--- src/rtl/rx_dsp_adapt_defines.vh ---
// register offsets, field positions and reset values of the receive dsp config bank
`ifndef RX_DSP_ADAPT_DEFINES_VH
`define RX_DSP_ADAPT_DEFINES_VH
// ==========================================================
// register indices (byte address is four times the index)
`define FFE_SEQUENCE_CTRL_IDX      12'h30f
`define EQUALIZER_MODE_CTRL_IDX    12'h311
`define EQUALIZER_FORCE_COEFFS_IDX 12'h313
`define TIMING_LOOP_GAIN_CTRL_IDX  12'h31c
`define LOW_POWER_FREEZE_MASKS_IDX 12'h31f
// ==========================================================
// reset values
`define FFE_SEQUENCE_CTRL_RST      16'h0464
`define EQUALIZER_MODE_CTRL_RST    16'h01fc
`define EQUALIZER_FORCE_COEFFS_RST 16'h06f8
`define TIMING_LOOP_GAIN_CTRL_RST  16'h1101
`define LOW_POWER_FREEZE_MASKS_RST 16'hfc36
// ==========================================================
// writable bit masks, reserved positions are zero
`define FFE_SEQUENCE_CTRL_MASK      16'h07ff
`define EQUALIZER_MODE_CTRL_MASK    16'he1fe
`define EQUALIZER_FORCE_COEFFS_MASK 16'hffff
`define TIMING_LOOP_GAIN_CTRL_MASK  16'hffff
`define LOW_POWER_FREEZE_MASKS_MASK 16'hfffe
// ==========================================================
// field positions
`define FIRST_TIMER_MSB   10
`define FIRST_TIMER_LSB   8
`define STATE_ONE_HOLD    7
`define STATE_TWO_HOLD    6
`define STATE_THREE_HOLD  5
`define CHECK_EN_MSB      4
`define CHECK_EN_LSB      2
`define FREQ_ACC_CLR      1
`define DFE_SWEEP_RESET   0
`define GAIN_MAP_MSB      15
`define GAIN_MAP_LSB      14
`define COEFF_SET_SEL     13
`define COEFF0_SHORT_MSB  8
`define COEFF0_SHORT_LSB  1
`define COEFF0_LONG_MSB   15
`define COEFF0_LONG_LSB   8
`define COEFF1_SHORT_MSB  7
`define COEFF1_SHORT_LSB  0
`define PROP_OVR_EN       15
`define INT_OVR_EN        14
`define PROP_VAL_MSB      13
`define PROP_VAL_LSB      11
`define INT_VAL_MSB       10
`define INT_VAL_LSB       7
`define PROP_HOLD_EN      6
`define PROP_HOLD_VAL     5
`define INT_HOLD_EN       4
`define INT_HOLD_VAL      3
`define DETECTOR_INVERT   2
`define ENERGY_IN_SEL     1
`define PRECURSOR_EN      0
`define IDLE_MASK_MSB     15
`define IDLE_MASK_LSB     11
`define WAKE_MASK_MSB     10
`define WAKE_MASK_LSB     6
`define FLUSH_MASK_MSB    5
`define FLUSH_MASK_LSB    1
`endif

--- src/rtl/rx_dsp_adapt_config_regs.v ---
// wishbone register bank holding the 100 Mb/s receive dsp adaptation configuration
//
// Local design decision: register access over Wishbone.
`timescale 1ns/100ps
`include "rx_dsp_adapt_defines.vh"
// Functional notes
// RQ1: first equalizer state timer, bits 10-8, reset 4
// RQ2: state one/two/three freeze bits, reset 0,1,1
// RQ3: sweep metric check enables, bits 4-2, reset 1
// RQ4: bit 1 reinitializes frequency accumulator per sweep
// RQ5: bit 0 resets feedback equalizer per sweep
// RQ6: gain mapping select, three valid values only
// RQ7: bit 13 picks equalizer coefficient set
// RQ8: coefficient zero under 75 m, reset fe
// RQ9: coefficient zero above 130 m, reset 06
// RQ10: coefficient one under 75 m, reset f8
// RQ11: bit 15 forces proportional gain value
// RQ12: bit 14 forces integral gain value
// RQ13: proportional arm hold enable and value
// RQ14: integral arm hold enable and value
// RQ15: energy input select, slicer or adc
// RQ16: pre-cursor metric enable, reset one
// RQ17: idle freeze group mask, reset 1f
// RQ18: wake and flush group masks
// RQ19: reserved bits read zero, ignore writes
module rx_dsp_adapt_config_regs (
  input  wire        ref_clk,
  input  wire        rst_n,
  input  wire        wb_cyc_i,
  input  wire        wb_stb_i,
  input  wire        wb_we_i,
  input  wire [13:0] wb_adr_i,
  input  wire [3:0]  wb_sel_i,
  input  wire [31:0] wb_dat_i,
  output reg  [31:0] wb_dat_o,
  output reg         wb_ack_o,
  output wire        wb_err_o,
  input  wire [1:0]  seq_state,
  input  wire [2:0]  cable_class,
  output wire [2:0]  first_eq_state_timer,
  output wire        ffe_hold,
  output wire [2:0]  sweep_check_enable,
  output wire        sweep_freq_acc_clear,
  output wire        sweep_dfe_reset,
  output wire [1:0]  gain_mapping_select,
  output wire        ls_coeff_select,
  output wire [7:0]  eq_coeff0_force,
  output wire [7:0]  eq_coeff1_force,
  output wire        prop_gain_override_enable,
  output wire [2:0]  prop_gain_override_value,
  output wire        integral_gain_override_enable,
  output wire [3:0]  integral_gain_override_value,
  output wire        prop_arm_hold,
  output wire        prop_arm_hold_force,
  output wire        integral_arm_hold,
  output wire        integral_arm_hold_force,
  output wire        timing_detector_invert,
  output wire        energy_from_adc,
  output wire        precursor_metric_enable,
  output wire [4:0]  group_hold
);
  // ==========================================================
  // sequencer state codes
  localparam [1:0] ST_RUN   = 2'h0;
  localparam [1:0] ST_IDLE  = 2'h1;
  localparam [1:0] ST_WAKE  = 2'h2;
  localparam [1:0] ST_FLUSH = 2'h3;
  // cable length and equalizer state codes seen on cable_class when not adapting
  localparam [2:0] CAB_SHORT = 3'h0;
  localparam [2:0] CAB_LONG  = 3'h2;
  localparam [2:0] EQ_ONE    = 3'h4;
  localparam [2:0] EQ_TWO    = 3'h5;
  localparam [2:0] EQ_THREE  = 3'h6;

  // ==========================================================
  // registers
  reg  [15:0] ffe_sequence_ctrl_reg;
  reg  [15:0] equalizer_mode_ctrl_reg;
  reg  [15:0] equalizer_force_coeffs_reg;
  reg  [15:0] timing_loop_gain_ctrl_reg;
  reg  [15:0] low_power_freeze_masks_reg;
  reg  [15:0] wr_data;
  reg  [15:0] rd_data;
  reg         hit;
  wire [11:0] idx;
  wire        req;
  wire        wr_en;

  assign idx      = wb_adr_i[13:2];
  assign req      = wb_cyc_i & wb_stb_i & ~wb_ack_o;
  assign wr_en    = req & wb_we_i;
  // unmapped word still gets ack with zero data, no bus error
  assign wb_err_o = 1'b0;

  // byte lanes 0 and 1 carry the 16-bit register
  always @* begin
    wr_data = wb_dat_i[15:0];
    hit     = 1'b1;
    rd_data = 16'h0000;
    case (idx)
      `FFE_SEQUENCE_CTRL_IDX:      rd_data = ffe_sequence_ctrl_reg;
      `EQUALIZER_MODE_CTRL_IDX:    rd_data = equalizer_mode_ctrl_reg;
      `EQUALIZER_FORCE_COEFFS_IDX: rd_data = equalizer_force_coeffs_reg;
      `TIMING_LOOP_GAIN_CTRL_IDX:  rd_data = timing_loop_gain_ctrl_reg;
      `LOW_POWER_FREEZE_MASKS_IDX: rd_data = low_power_freeze_masks_reg;
      default:                     hit     = 1'b0;
    endcase
  end

  function [15:0] merge;
    input [15:0] old;
    input [15:0] din;
    input [3:0]  sel;
    input [15:0] msk;
    reg   [15:0] lane;
    begin
      lane  = {{8{sel[1]}}, {8{sel[0]}}};
      merge = ((old & ~lane) | (din & lane)) & msk; // RQ19
    end
  endfunction

  // ==========================================================
  // bus slave, one registered ack per request, in the cycle after it
  always @(posedge ref_clk) begin
    if (!rst_n) begin
      wb_ack_o <= 1'b0;
      wb_dat_o <= 32'h00000000;
    end else begin
      wb_ack_o <= req;
      if (req && !wb_we_i) begin
        wb_dat_o <= {16'h0000, hit ? rd_data : 16'h0000};
      end
    end
  end

  always @(posedge ref_clk) begin
    if (!rst_n) begin
      ffe_sequence_ctrl_reg      <= `FFE_SEQUENCE_CTRL_RST;      // RQ1
      equalizer_mode_ctrl_reg    <= `EQUALIZER_MODE_CTRL_RST;    // RQ8
      equalizer_force_coeffs_reg <= `EQUALIZER_FORCE_COEFFS_RST; // RQ9
      timing_loop_gain_ctrl_reg  <= `TIMING_LOOP_GAIN_CTRL_RST;  // RQ16
      low_power_freeze_masks_reg <= `LOW_POWER_FREEZE_MASKS_RST; // RQ17
    end else if (wr_en) begin
      case (idx)
        `FFE_SEQUENCE_CTRL_IDX: begin
          ffe_sequence_ctrl_reg <= merge(ffe_sequence_ctrl_reg, wr_data,
                                         wb_sel_i, `FFE_SEQUENCE_CTRL_MASK);
        end
        `EQUALIZER_MODE_CTRL_IDX: begin
          equalizer_mode_ctrl_reg <= merge(equalizer_mode_ctrl_reg, wr_data,
                                           wb_sel_i, `EQUALIZER_MODE_CTRL_MASK);
        end
        `EQUALIZER_FORCE_COEFFS_IDX: begin
          equalizer_force_coeffs_reg <= merge(equalizer_force_coeffs_reg, wr_data,
                                              wb_sel_i, `EQUALIZER_FORCE_COEFFS_MASK);
        end
        `TIMING_LOOP_GAIN_CTRL_IDX: begin
          timing_loop_gain_ctrl_reg <= merge(timing_loop_gain_ctrl_reg, wr_data,
                                             wb_sel_i, `TIMING_LOOP_GAIN_CTRL_MASK);
        end
        `LOW_POWER_FREEZE_MASKS_IDX: begin
          low_power_freeze_masks_reg <= merge(low_power_freeze_masks_reg, wr_data,
                                              wb_sel_i, `LOW_POWER_FREEZE_MASKS_MASK);
        end
        default: begin
        end
      endcase
    end
  end

  // ==========================================================
  // equalizer sequence controls
  reg ffe_hold_next;
  assign first_eq_state_timer =
    ffe_sequence_ctrl_reg[`FIRST_TIMER_MSB:`FIRST_TIMER_LSB]; // RQ1
  always @* begin
    case (cable_class)
      EQ_ONE:   ffe_hold_next = ffe_sequence_ctrl_reg[`STATE_ONE_HOLD];   // RQ2
      EQ_TWO:   ffe_hold_next = ffe_sequence_ctrl_reg[`STATE_TWO_HOLD];   // RQ2
      EQ_THREE: ffe_hold_next = ffe_sequence_ctrl_reg[`STATE_THREE_HOLD]; // RQ2
      default:  ffe_hold_next = 1'b0;
    endcase
  end
  assign ffe_hold             = ffe_hold_next;
  assign sweep_check_enable   =
    ffe_sequence_ctrl_reg[`CHECK_EN_MSB:`CHECK_EN_LSB];       // RQ3
  assign sweep_freq_acc_clear = ffe_sequence_ctrl_reg[`FREQ_ACC_CLR];    // RQ4
  assign sweep_dfe_reset      = ffe_sequence_ctrl_reg[`DFE_SWEEP_RESET]; // RQ5

  // ==========================================================
  // equalizer mode and forced coefficients
  wire [1:0] map_raw;
  assign map_raw             = equalizer_mode_ctrl_reg[`GAIN_MAP_MSB:`GAIN_MAP_LSB];
  // value 3 is not a defined mapping, fall back to the default
  assign gain_mapping_select = (map_raw == 2'h3) ? 2'h0 : map_raw; // RQ6
  assign ls_coeff_select     = equalizer_mode_ctrl_reg[`COEFF_SET_SEL]; // RQ7
  // middle cable lengths take the under 75 m coefficient zero value and no forced coefficient one value
  assign eq_coeff0_force = (cable_class == CAB_LONG) ?
    equalizer_force_coeffs_reg[`COEFF0_LONG_MSB:`COEFF0_LONG_LSB] :    // RQ9
    equalizer_mode_ctrl_reg[`COEFF0_SHORT_MSB:`COEFF0_SHORT_LSB];      // RQ8
  assign eq_coeff1_force = (cable_class == CAB_SHORT) ?
    equalizer_force_coeffs_reg[`COEFF1_SHORT_MSB:`COEFF1_SHORT_LSB] :  // RQ10
    8'h00;

  // ==========================================================
  // timing loop
  assign prop_gain_override_enable     = timing_loop_gain_ctrl_reg[`PROP_OVR_EN]; // RQ11
  assign prop_gain_override_value      =
    timing_loop_gain_ctrl_reg[`PROP_VAL_MSB:`PROP_VAL_LSB];                    // RQ11
  assign integral_gain_override_enable = timing_loop_gain_ctrl_reg[`INT_OVR_EN];  // RQ12
  assign integral_gain_override_value  =
    timing_loop_gain_ctrl_reg[`INT_VAL_MSB:`INT_VAL_LSB];                      // RQ12
  assign prop_arm_hold_force     = timing_loop_gain_ctrl_reg[`PROP_HOLD_EN];   // RQ13
  assign prop_arm_hold           = timing_loop_gain_ctrl_reg[`PROP_HOLD_EN] &
                                   timing_loop_gain_ctrl_reg[`PROP_HOLD_VAL];  // RQ13
  assign integral_arm_hold_force = timing_loop_gain_ctrl_reg[`INT_HOLD_EN];    // RQ14
  assign integral_arm_hold       = timing_loop_gain_ctrl_reg[`INT_HOLD_EN] &
                                   timing_loop_gain_ctrl_reg[`INT_HOLD_VAL];   // RQ14
  assign timing_detector_invert  = timing_loop_gain_ctrl_reg[`DETECTOR_INVERT];
  assign energy_from_adc         = timing_loop_gain_ctrl_reg[`ENERGY_IN_SEL]; // RQ15
  assign precursor_metric_enable = timing_loop_gain_ctrl_reg[`PRECURSOR_EN];  // RQ16

  // ==========================================================
  // low power idle group holds
  reg [4:0] group_hold_next;
  always @* begin
    case (seq_state)
      ST_IDLE:  group_hold_next =
        low_power_freeze_masks_reg[`IDLE_MASK_MSB:`IDLE_MASK_LSB];   // RQ17
      ST_WAKE:  group_hold_next =
        low_power_freeze_masks_reg[`WAKE_MASK_MSB:`WAKE_MASK_LSB];   // RQ18
      ST_FLUSH: group_hold_next =
        low_power_freeze_masks_reg[`FLUSH_MASK_MSB:`FLUSH_MASK_LSB]; // RQ18
      default:  group_hold_next = 5'h00;
    endcase
  end
  assign group_hold = group_hold_next;
endmodule // rx_dsp_adapt_config_regs

--- config.mk ---
export PLATFORM = sky130hd
export DESIGN_NAME = rx_dsp_adapt_config_regs
export DESIGN_NICKNAME = d
export VERILOG_FILES = /design/src/rtl/rx_dsp_adapt_config_regs.v
export VERILOG_INCLUDE_DIRS = /design/src /design/src/rtl
export SDC_FILE = /design/constraint.sdc
export NUM_CORES = 1
export LEC_CHECK = 0
export BUFFER_PORTS_ARGS = -buffer_cell sky130_fd_sc_hd__buf_2
export CAP_MARGIN = 20
export CORE_ASPECT_RATIO = 1.2
export CORE_MARGIN = 2
export CORE_UTILIZATION = 29
export DETAILED_ROUTE_END_ITERATION = 12
export PLACE_DENSITY = 0.47
export SYNTH_ARGS = -nofsm -noshare
export SYNTH_HDL_FRONTEND = slang
export SYNTH_SLANG_ARGS = --single-unit
--- constraint.sdc ---
create_clock -name ref_clk -period 2.7 [get_ports ref_clk]
set_input_delay 0 -clock ref_clk [delete_from_list [all_inputs] [get_ports ref_clk]]
set_output_delay 0 -clock ref_clk [all_outputs]
set_load 0.03 [all_outputs]
==> results of run 1 <==
-- layout make-up --
class / count / area [sq um]
fillers: 1661 / 9930
flip-flops and latches: 86 / 1720
well taps: 208 / 260
clock buffers: 11 / 233
repair buffers: 141 / 838
multi-input cells: 397 / 2490
clock inverters: 5 / 33.8
inverters: 19 / 71.3
-- Yosys cell counts, types with 5 or more instances --
cell | instances | area (sq um)
a21boi_0 | 20 | 150
a21oi_1 | 9 | 45.0
a22o_1 | 11 | 96.3
a22oi_1 | 5 | 37.5
a31oi_1 | 8 | 50.1
and2_1 | 12 | 75.1
buf_2 | 5 | 25.0
buf_4 | 30 | 225
clkbuf_1 | 34 | 128
dfxtp_1 | 86 | 1720
inv_1 | 19 | 71.3
mux2_2 | 8 | 90.1
mux2i_1 | 26 | 260
nand2_1 | 50 | 188
nand3_1 | 59 | 295
nor2_1 | 13 | 48.8
nor2b_1 | 5 | 31.3
o211ai_1 | 17 | 128
o21ai_0 | 64 | 320
o21ai_1 | 9 | 45.0
o311ai_1 | 6 | 52.6
or3b_2 | 9 | 78.8
-- per-stage QoR --
stage               hold slack, ns  power [W]  setup slack [ns]  cells   util
finish                       0.138    0.00275             0.776    867  0.363
CTS                          0.109    0.00278             0.768    867  0.363
floorplan                    0.142    0.00152              1.01    575      -
global placement             0.288    0.00160             0.715    834  0.335
global route                 0.143    0.00286             0.658    867  0.363
detailed placement           0.283    0.00160             0.654    834  0.335
-- cell families after synthesis --
family	count (synthesis)	synth area share
AOI/OAI and AO/OA	165	0.228
and+or+nand+nor	181	0.219
buffers and inverters	92	0.104
DFF	86	0.372
other	1	0.000811
muxes	34	0.0757
-- metal layers --
metal | vias to the layer above | share of wire | global-route usage | wire length, microns
li1 | 2173 | - | - | -
met1 | 2159 | 0.44 | 0.227 | 6960
met2 | 131 | 0.50 | 0.311 | 7870
met3 | 14 | 0.050 | 0.0369 | 796
met4 | 0 | 0.012 | 0.0526 | 183
met5 | - | 0 | 0 | 0
-- worst min path at each step --
stage                  from           to  slack (ns)  cells past startpoint
2_1_floorplan   wb_dat_i[0]     register        0.14                      2
3_3_place_gp    wb_dat_i[0]     register        0.29                      3
3_5_place_dp   wb_dat_i[11]     register        0.28                      3
4_1_cts         wb_adr_i[6]  wb_dat_o[0]        0.11                      3
5_1_grt         wb_adr_i[6]  wb_dat_o[0]        0.14                      3
6_report        wb_adr_i[6]  wb_dat_o[0]        0.14                      3
-- what timing repair did --
item / in CTS / in global routing
hold buffers: 17 / 0
hold endpoints to repair: 51 / 0
resized for setup: 0 / 0
endpoints found under the setup margin: 0 / 0
-- placed cells by master, fill, tap and decap left out, types with 9 or more instances in the layout --
cell type        n
o21ai_0         64
buf_2          105
conb_1          17
and2_1          12
mux2i_1         26
nor2_1          13
o21ai_1          9
o211ai_1        17
nand3_1         59
a22o_1          11
buf_4           19
clkbuf_16        9
dfxtp_1         86
inv_1           19
a21boi_0        20
nand2_1         50
a21oi_1          9
dlygate4sd3_1   17
or3b_2           9
-- critical path, stage by stage (launching register included) --
cell and delay [ns]:
dfxtp_1 0.33, nor2b_1 0.25, nand4_1 0.13, buf_4 0.22, nor3_2 0.66, mux2i_1 0.27
-- power breakdown --
part / switching [W] / internal, W
registers: 0.00000283 / 0.00127
clock network: 0.000531 / 0.000625
logic: 0.000216 / 0.000101
total: 0.000750 / 0.00200
==> flow_summary_export.csv, run 1 <==
group,metric,value,unit
outcome,status,"completed",
logic_synthesis,syn_avg_cell_area,8.27,sq um
flow_run,drv_cap,0,
timing,tightest_slew,0.780,ns
clock_network,postCtsSetupBuffers,0,
cells_and_area,num-nets-final,714,
global_route,grt_max_degree,55,
global_route,grt_pass1_wl,23600,microns
critical_path,start_kind,"register",
min_path,hold_path.class,"in -> reg",
critical_path,crit_required,2.97,ns
critical_path,r2r-start,"wb_ack_o",
global_route,grt-ovfl-total,0,
routing,drt_wl_total,15800,microns
logic_synthesis,synth_flop_cell,"dfxtp_1",
clock_network,htree_levels,3,
cells_and_area,area_growth_syn_to_layout,22.1,%
timing,setup_viol,0,
routing,viasPerCell,5.16,
timing,rsz0062_at_grt,"no",
clock_network,numCtsBuffers,9,
floorplan,start_util,0.297,
critical_path,r2r_cells,5,
pwr,ir_worst_vdd,0.272,mV
critical_path,worst-path-max-fanout,20,
timing,clock.fmax,520,MHz
clock_network,clkTransAtPathRegs,0.06,ns
place,postPlaceCellArea,0.00521,sq mm
floorplan,core_area,0.0156,sq mm
critical_path,critPathKind,"reg -> reg",
clock_network,root_buffer,"clkbuf_16",
floorplan,rows,50,
routing,drt_pass1_iterations,5,
timing,slew_viol_final,0,
pwr,leakage,2.23,nW
clock_network,cts_sinks,86,
pwr,power.density,487,mW/mm^2
place,io_buffer_count,105,
critical_path,r2r_setup_slack,0.78,ns
logic_synthesis,syn_area,0.00463,sq mm
floorplan,die_w,119,microns
timing,finalCritPeriodShare,0.712,
timing,final.min_clock_period,1.92,ns
logic_synthesis,synthArstFlopShare,0,
logic_synthesis,synth_enable_flop_cells,0,
global_route,grt_usage,0.180,
clock_network,clkLatencyLatePin,0.34,ns
logic_synthesis,yosysWarningCount,0,
cells_and_area,n_antenna_cell,0,
clock_network,cts_tree,"built",
timing,relSlewSlack,0.476,
logic_synthesis,ys_seq_area_frac,0.372,
cells_and_area,drive_above_1_share,0.250,
logic_synthesis,postSynthCellCount,559,
timing,hold_viol_final,0,
routing,num_vias,4477,
place,post-dp-hpwl,11500,microns
critical_path,crit_path_end_kind,"register",
routing,ant_nets,0,
critical_path,cp.arrival,2.19,ns
logic_synthesis,ys_types,53,
floorplan,dieArea,0.0170,sq mm
routing,drc,0,
cells_and_area,fin_area,0.00565,sq mm
timing,fin_tns_setup,0,ns
routing,drtIter0Drc,349,
timing,skew,0.00875,ns
critical_path,cp-startpoint,"wb_ack_o",
place,gp_congestion,0.806,
floorplan,die_h,142,microns
floorplan,pin_count,143,
logic_synthesis,synth_seq_cells,86,
global_route,grt_pass1_vias,4218,
global_route,antenna_found_initial,0,
routing,wire_per_inst,18.2,microns
clock_network,clockBufferDepth,2,
Note: power is estimated with default switching activity, not from simulation.
==> inputs of run 2 (changes only) <==
==> constraint.sdc (replaced) <==
create_clock -name ref_clk -period 1.9 [get_ports ref_clk]
set_input_delay 0 -clock ref_clk [delete_from_list [all_inputs] [get_ports ref_clk]]
set_output_delay 0 -clock ref_clk [all_outputs]
set_load 0.03 [all_outputs]
==> flow_summary_export.csv, run 2 (synthesis results as in run 1) <==
group,metric,value,unit
global_route,antenna_found_initial,0,
floorplan,rows,50,
cells_and_area,final_cells,884,
pwr,ir_worst_vdd,0.459,mV
critical_path,slowest_stage,"dfxtp_1",
timing,setup_viol,0,
place,io_buffer_count,105,
timing,fin_tns_setup,0,ns
timing,hold_viol_final,0,
place,gp_congestion,0.831,
cells_and_area,final_cell_mix,"105 x buf_2, 86 x dfxtp_1, 64 x o21ai_0",
cells_and_area,layout_commonest_cell,"buf_2",
flow_run,drv_cap,0,
timing,clock.fmax,596,MHz
cells_and_area,area_growth_syn_to_layout,27.3,%
floorplan,pin_count,143,
global_route,grt_pass1_vias,4360,
pwr,power.density,762,mW/mm^2
routing,drt_pass1_iterations,5,
routing,drc,0,
cells_and_area,drive_above_1_share,0.274,
floorplan,core_area,0.0156,sq mm
floorplan,dieArea,0.0170,sq mm
clock_network,cts_tree,"built",
cells_and_area,fill_cells,1592,
critical_path,cp-startpoint,"wb_ack_o",
place,postPlaceCellArea,0.00536,sq mm
floorplan,die_w,119,microns
global_route,grt_max_degree,71,
clock_network,clkTransAtPathRegs,0.07,ns
critical_path,critPathKind,"reg -> reg",
min_path,hold_start,"wb_dat_i[4]",
routing,drtIter0Drc,310,
critical_path,critPathBufInv,2,
cells_and_area,n_antenna_cell,0,
cells_and_area,multiInputGateArea,0.00249,sq mm
place,place_inst,852,
clock_network,numCtsBuffers,9,
floorplan,die_h,142,microns
pwr,leakage,2.37,nW
critical_path,max_stage_delay,0.33,ns
clock_network,postCtsSetupBuffers,0,
cells_and_area,fin_area,0.00589,sq mm
global_route,grt-ovfl-total,0,
timing,final.min_clock_period,1.68,ns
cells_and_area,seq_area,0.00172,sq mm
critical_path,r2r-start,"wb_ack_o",
min_path,hold_path.class,"in -> reg",
critical_path,worstPathCellList,"nor2b_1 > nand4_1 > buf_4 > nor3_2 > buf_4 > mux2i_1",
routing,ant_nets,0,
clock_network,cts_resized,0,
place,post-dp-hpwl,11900,microns
critical_path,crit_path_end_kind,"register",
critical_path,cp.arrival,1.95,ns
clock_network,cts_sinks,86,
critical_path,cp_top_family,"simple AND/OR/NAND/NOR gates",
timing,rsz0062_at_grt,"no",
routing,num_vias,4534,
routing,drt_wl_total,16000,microns
critical_path,crit_path_frequent_cell,"buf_4",
clock_network,ctsHoldBuffers,16,
cells_and_area,utilization,0.378,
timing,relSlewSlack,0.579,
critical_path,start_kind,"register",
floorplan,start_util,0.297,
clock_network,htree_levels,3,
timing,tightest_slew,0.630,ns
timing,finalCritPeriodShare,0.883,
global_route,grt_pass1_wl,24200,microns
timing,hold-worst-slack,0.0141,ns
critical_path,worst-path-max-fanout,37,
critical_path,crit_required,2.17,ns
routing,wire_per_inst,18.0,microns
cells_and_area,num-nets-final,731,
timing,slew_viol_final,0,
clock_network,clkLatencyLatePin,0.35,ns
outcome,status,"completed",
timing,skew,0.00682,ns
global_route,grt_usage,0.186,
routing,viasPerCell,5.13,
clock_network,clockBufferDepth,2,
clock_network,root_buffer,"clkbuf_16",
==> run 2: worst paths after layout <==
path / to / cells past startpoint / slack, ns
setup / recovery: register / 6 / 0.22
hold / removal: register / 3 / 0.01
setup reg to reg: register / 6 / 0.22
hold reg to reg: wb_dat_o[9] / 2 / 0.46
==> run 2: layout make-up <==
cell class,count,area share
Clock buffer,9,0.0382
Clock inverter,7,0.0246
Inverter,19,0.0121
Multi-Input combinational cell,397,0.423
Sequential cell,86,0.292
Tap cell,208,0.0442
Timing Repair Buffer,158,0.166
==> run 2: worst reg2reg max path, cell delays in order, from the launching register on <==
cell and delay (ns):
dfxtp_1 0.33, nor2b_1 0.25, nand4_1 0.13, buf_4 0.26, nor3_2 0.23, buf_4 0.20
mux2i_1 0.20
==> run 2: power by group <==
| part | leakage [nW] | switching, W | internal, W | total (W) |
|---|---|---|---|---|
| clock | 0.176 | 0.000778 | 0.00143 | 0.00220 |
| combinational | 1.50 | 0.000310 | 0.000157 | 0.000468 |
| sequential | 0.695 | 0.00000407 | 0.00181 | 0.00181 |
==> run 2: per-stage QoR <==
step	setup slack [ns]	power [W]
after floorplan	0.209	0.00216
after global placement	0.136	0.00229
after detailed placement	0.0894	0.00230
after CTS	0.224	0.00453
after global routing	0.0849	0.00462
final	0.223	0.00449
==> run 2: layer usage <==
| metal | GRT usage | share of wire | up-vias |
|---|---|---|---|
| met1 | 0.231 | 0.43 | 2157 |
| met5 | 0 | 0 | - |
| met2 | 0.313 | 0.49 | 147 |
| met4 | 0.0687 | 0.017 | 0 |
| li1 | - | - | 2210 |
| met3 | 0.0453 | 0.057 | 20 |
==> inputs of run 3 (changes only) <==
--- a/config.mk
+++ b/config.mk
@@ -6,13 +6,14 @@
 export SDC_FILE = /design/constraint.sdc
 export NUM_CORES = 1
 export LEC_CHECK = 0
-export BUFFER_PORTS_ARGS = -buffer_cell sky130_fd_sc_hd__buf_2
+export BUFFER_PORTS_ARGS = -buffer_cell sky130_fd_sc_hd__buf_4
 export CAP_MARGIN = 20
 export CORE_ASPECT_RATIO = 1.2
 export CORE_MARGIN = 2
 export CORE_UTILIZATION = 29
 export DETAILED_ROUTE_END_ITERATION = 12
 export PLACE_DENSITY = 0.47
+export RECOVER_POWER = 100
 export SYNTH_ARGS = -nofsm -noshare
 export SYNTH_HDL_FRONTEND = slang
 export SYNTH_SLANG_ARGS = --single-unit
==> flow_summary_export.csv, run 3 (synthesis results as in run 1) <==
group,metric,value,unit
timing,hold_viol_final,0,
global_route,grt-ovfl-total,0,
critical_path,cp.depth,6,
pwr,pwr-share-comb,0.110,
min_path,hold_start,"wb_adr_i[6]",
cells_and_area,layout_commonest_cell,"dfxtp_1",
global_route,use_met2,0.320,
pwr,seqPwrFrac,0.416,
timing,tightest_slew,0.631,ns
min_path,holdPathEnd,"wb_dat_o[0]",
place,post-dp-hpwl,11700,microns
min_path,hold_depth,3,
timing,finalCritPeriodShare,0.908,
clock_network,clkTransAtPathRegs,0.07,ns
pwr,ir_worst_vdd,0.446,mV
clock_network,root_buffer,"clkbuf_16",
clock_network,htree_levels,3,
timing,slew_viol_final,0,
routing,drc,0,
global_route,top_usage_layer,"met2",
timing,setup_ws,0.175,ns
floorplan,rows,50,
routing,wire_per_inst,17.9,microns
timing,setup_viol,0,
critical_path,crit_path_end_kind,"register",
floorplan,start_util,0.297,
global_route,grt_max_degree,49,
critical_path,worstPathCellList,"nor2b_1 > nand4_1 > buf_4 > nor3_2 > clkbuf_2 > mux2i_1",
clock_network,clockBufferDepth,2,
cells_and_area,drive_above_1_share,0.166,
min_path,hold_path.class,"in -> reg",
place,gp_congestion,0.833,
cells_and_area,area_growth_syn_to_layout,26.7,%
global_route,use_met1,0.233,
floorplan,pin_count,143,
critical_path,worst-path-max-fanout,37,
cells_and_area,n_antenna_cell,0,
cells_and_area,final_cells,883,
global_route,grt_usage,0.184,
floorplan,core_area,0.0156,sq mm
clock_network,cts_tree,"built",
timing,final.min_clock_period,1.73,ns
pwr,swShare,0.251,
timing,skew,0.0121,ns
critical_path,crit_required,2.18,ns
cells_and_area,multiInputGateArea,0.00249,sq mm
pwr,power_switching,0.00109,W
timing,fin_tns_setup,0,ns
timing,relSlewSlack,0.579,
pwr,leakage,2.14,nW
routing,num_vias,4549,
pwr,intPower,0.00327,W
critical_path,slowest_stage,"dfxtp_1",
critical_path,cp.arrival,2.00,ns
pwr,clockPowerShare,0.475,
routing,ant_nets,0,
place,dp_slack,0.124,ns
place,place_inst,850,
place,io_buffer_count,105,
clock_network,postCtsSetupBuffers,0,
place,postPlaceCellArea,0.00561,sq mm
global_route,grt_util_met3,0.0264,
floorplan,die_h,142,microns
routing,drt_wl_total,15800,microns
cells_and_area,fin_area,0.00586,sq mm
cells_and_area,final_cell_mix,"86 x dfxtp_1, 70 x o21ai_0, 68 x buf_4",
clock_network,cts_sinks,86,
floorplan,die_w,119,microns
clock_network,clkLatencyLatePin,0.34,ns
routing,viasPerCell,5.15,
critical_path,start_kind,"register",
critical_path,max_stage_delay,0.33,ns
routing,drtIter0Drc,301,
critical_path,critPathKind,"reg -> reg",
outcome,status,"completed",
cells_and_area,fill_cells,1631,
critical_path,r2r_setup_slack,0.17,ns
cells_and_area,seq_area,0.00172,sq mm
routing,drt_pass1_iterations,5,
critical_path,r2r_cells,6,
pwr,power.density,745,mW/mm^2
floorplan,dieArea,0.0170,sq mm
critical_path,r2r-start,"wb_ack_o",
clock_network,numCtsBuffers,9,
critical_path,critPathBufInv,2,
cells_and_area,num-nets-final,730,
critical_path,cp_top_family,"simple AND/OR/NAND/NOR gates",
timing,rsz0062_at_grt,"no",
flow_run,drv_cap,0,
timing,clock.fmax,580,MHz
global_route,grt_pass1_vias,4367,
global_route,antenna_found_initial,0,
global_route,grt_pass1_wl,24300,microns
## run 3: cell types whose count changed in the layout (fill, tap and decap cells not counted), moves of 4 or more
cell      before  now
buf_2        105    0
clkbuf_1       0   66
buf_4         36   68
o21ai_0       64   70
o21ai_1        9    3
clkbuf_2       0    5
mux2_1         0    4
mux2_2         8    4
## run 3: cell type report
type | count | share of cell area
multi-input cells | 397 | 0.424
flip-flops and latches | 86 | 0.294
repair buffers | 157 | 0.166
well taps | 208 | 0.0444
clock buffers | 9 | 0.0384
clock inverters | 7 | 0.0207
inverters | 19 | 0.0122
## run 3: worst max-delay path by stage
stage              endpoint  slack [ns]   startpoint
4_1_cts        wb_dat_o[10]        0.18     register
3_5_place_dp       register        0.12  wb_adr_i[7]
5_1_grt            register        0.03     wb_ack_o
2_1_floorplan      register        0.21  wb_adr_i[6]
6_report           register        0.17     wb_ack_o
3_3_place_gp       register        0.15  wb_adr_i[7]
## run 3: metal layers
metal	vias to the layer above	part of all wire
met5	-	0
met4	0	0.019
met1	2175	0.44
li1	2203	-
met3	18	0.050
met2	153	0.49
## run 3: through the flow
| step | hold WS [ns] | power, W | utilization |
|---|---|---|---|
| final | 0.0779 | 0.00437 | 0.376 |
| after CTS | 0.0747 | 0.00443 | 0.393 |
| after floorplan | 0.142 | 0.00216 | - |
| after detailed placement | 0.271 | 0.00233 | 0.360 |
| after global routing | 0.112 | 0.00450 | 0.376 |
| after global placement | 0.267 | 0.00233 | 0.360 |
## run 3: worst register-to-register path: stages (launching register included)
cell and delay (ns):
dfxtp_1 0.33, nor2b_1 0.25, nand4_1 0.13, buf_4 0.27, nor3_2 0.24, clkbuf_2 0.25
mux2i_1 0.21
## run 3: power groups by stage
| stage | combinational [W] | clock [W] | sequential, W |
|---|---|---|---|
| 3_3_place_gp | 0.000473 | 0 | 0.00186 |
| 3_5_place_dp | 0.000474 | 0 | 0.00186 |
| 4_1_cts | 0.000503 | 0.00211 | 0.00182 |
| 2_1_floorplan | 0.000284 | 0 | 0.00187 |
| 5_1_grt | 0.000515 | 0.00217 | 0.00182 |
| 6_report | 0.000479 | 0.00207 | 0.00181 |
## run 3: what timing repair did
action / 4_1_cts / 5_1_grt
endpoints found under the setup margin: 0 / 0
gates resized for setup: 0 / 0
hold endpoints to repair: 55 / 0
hold buffers: 17 / 0
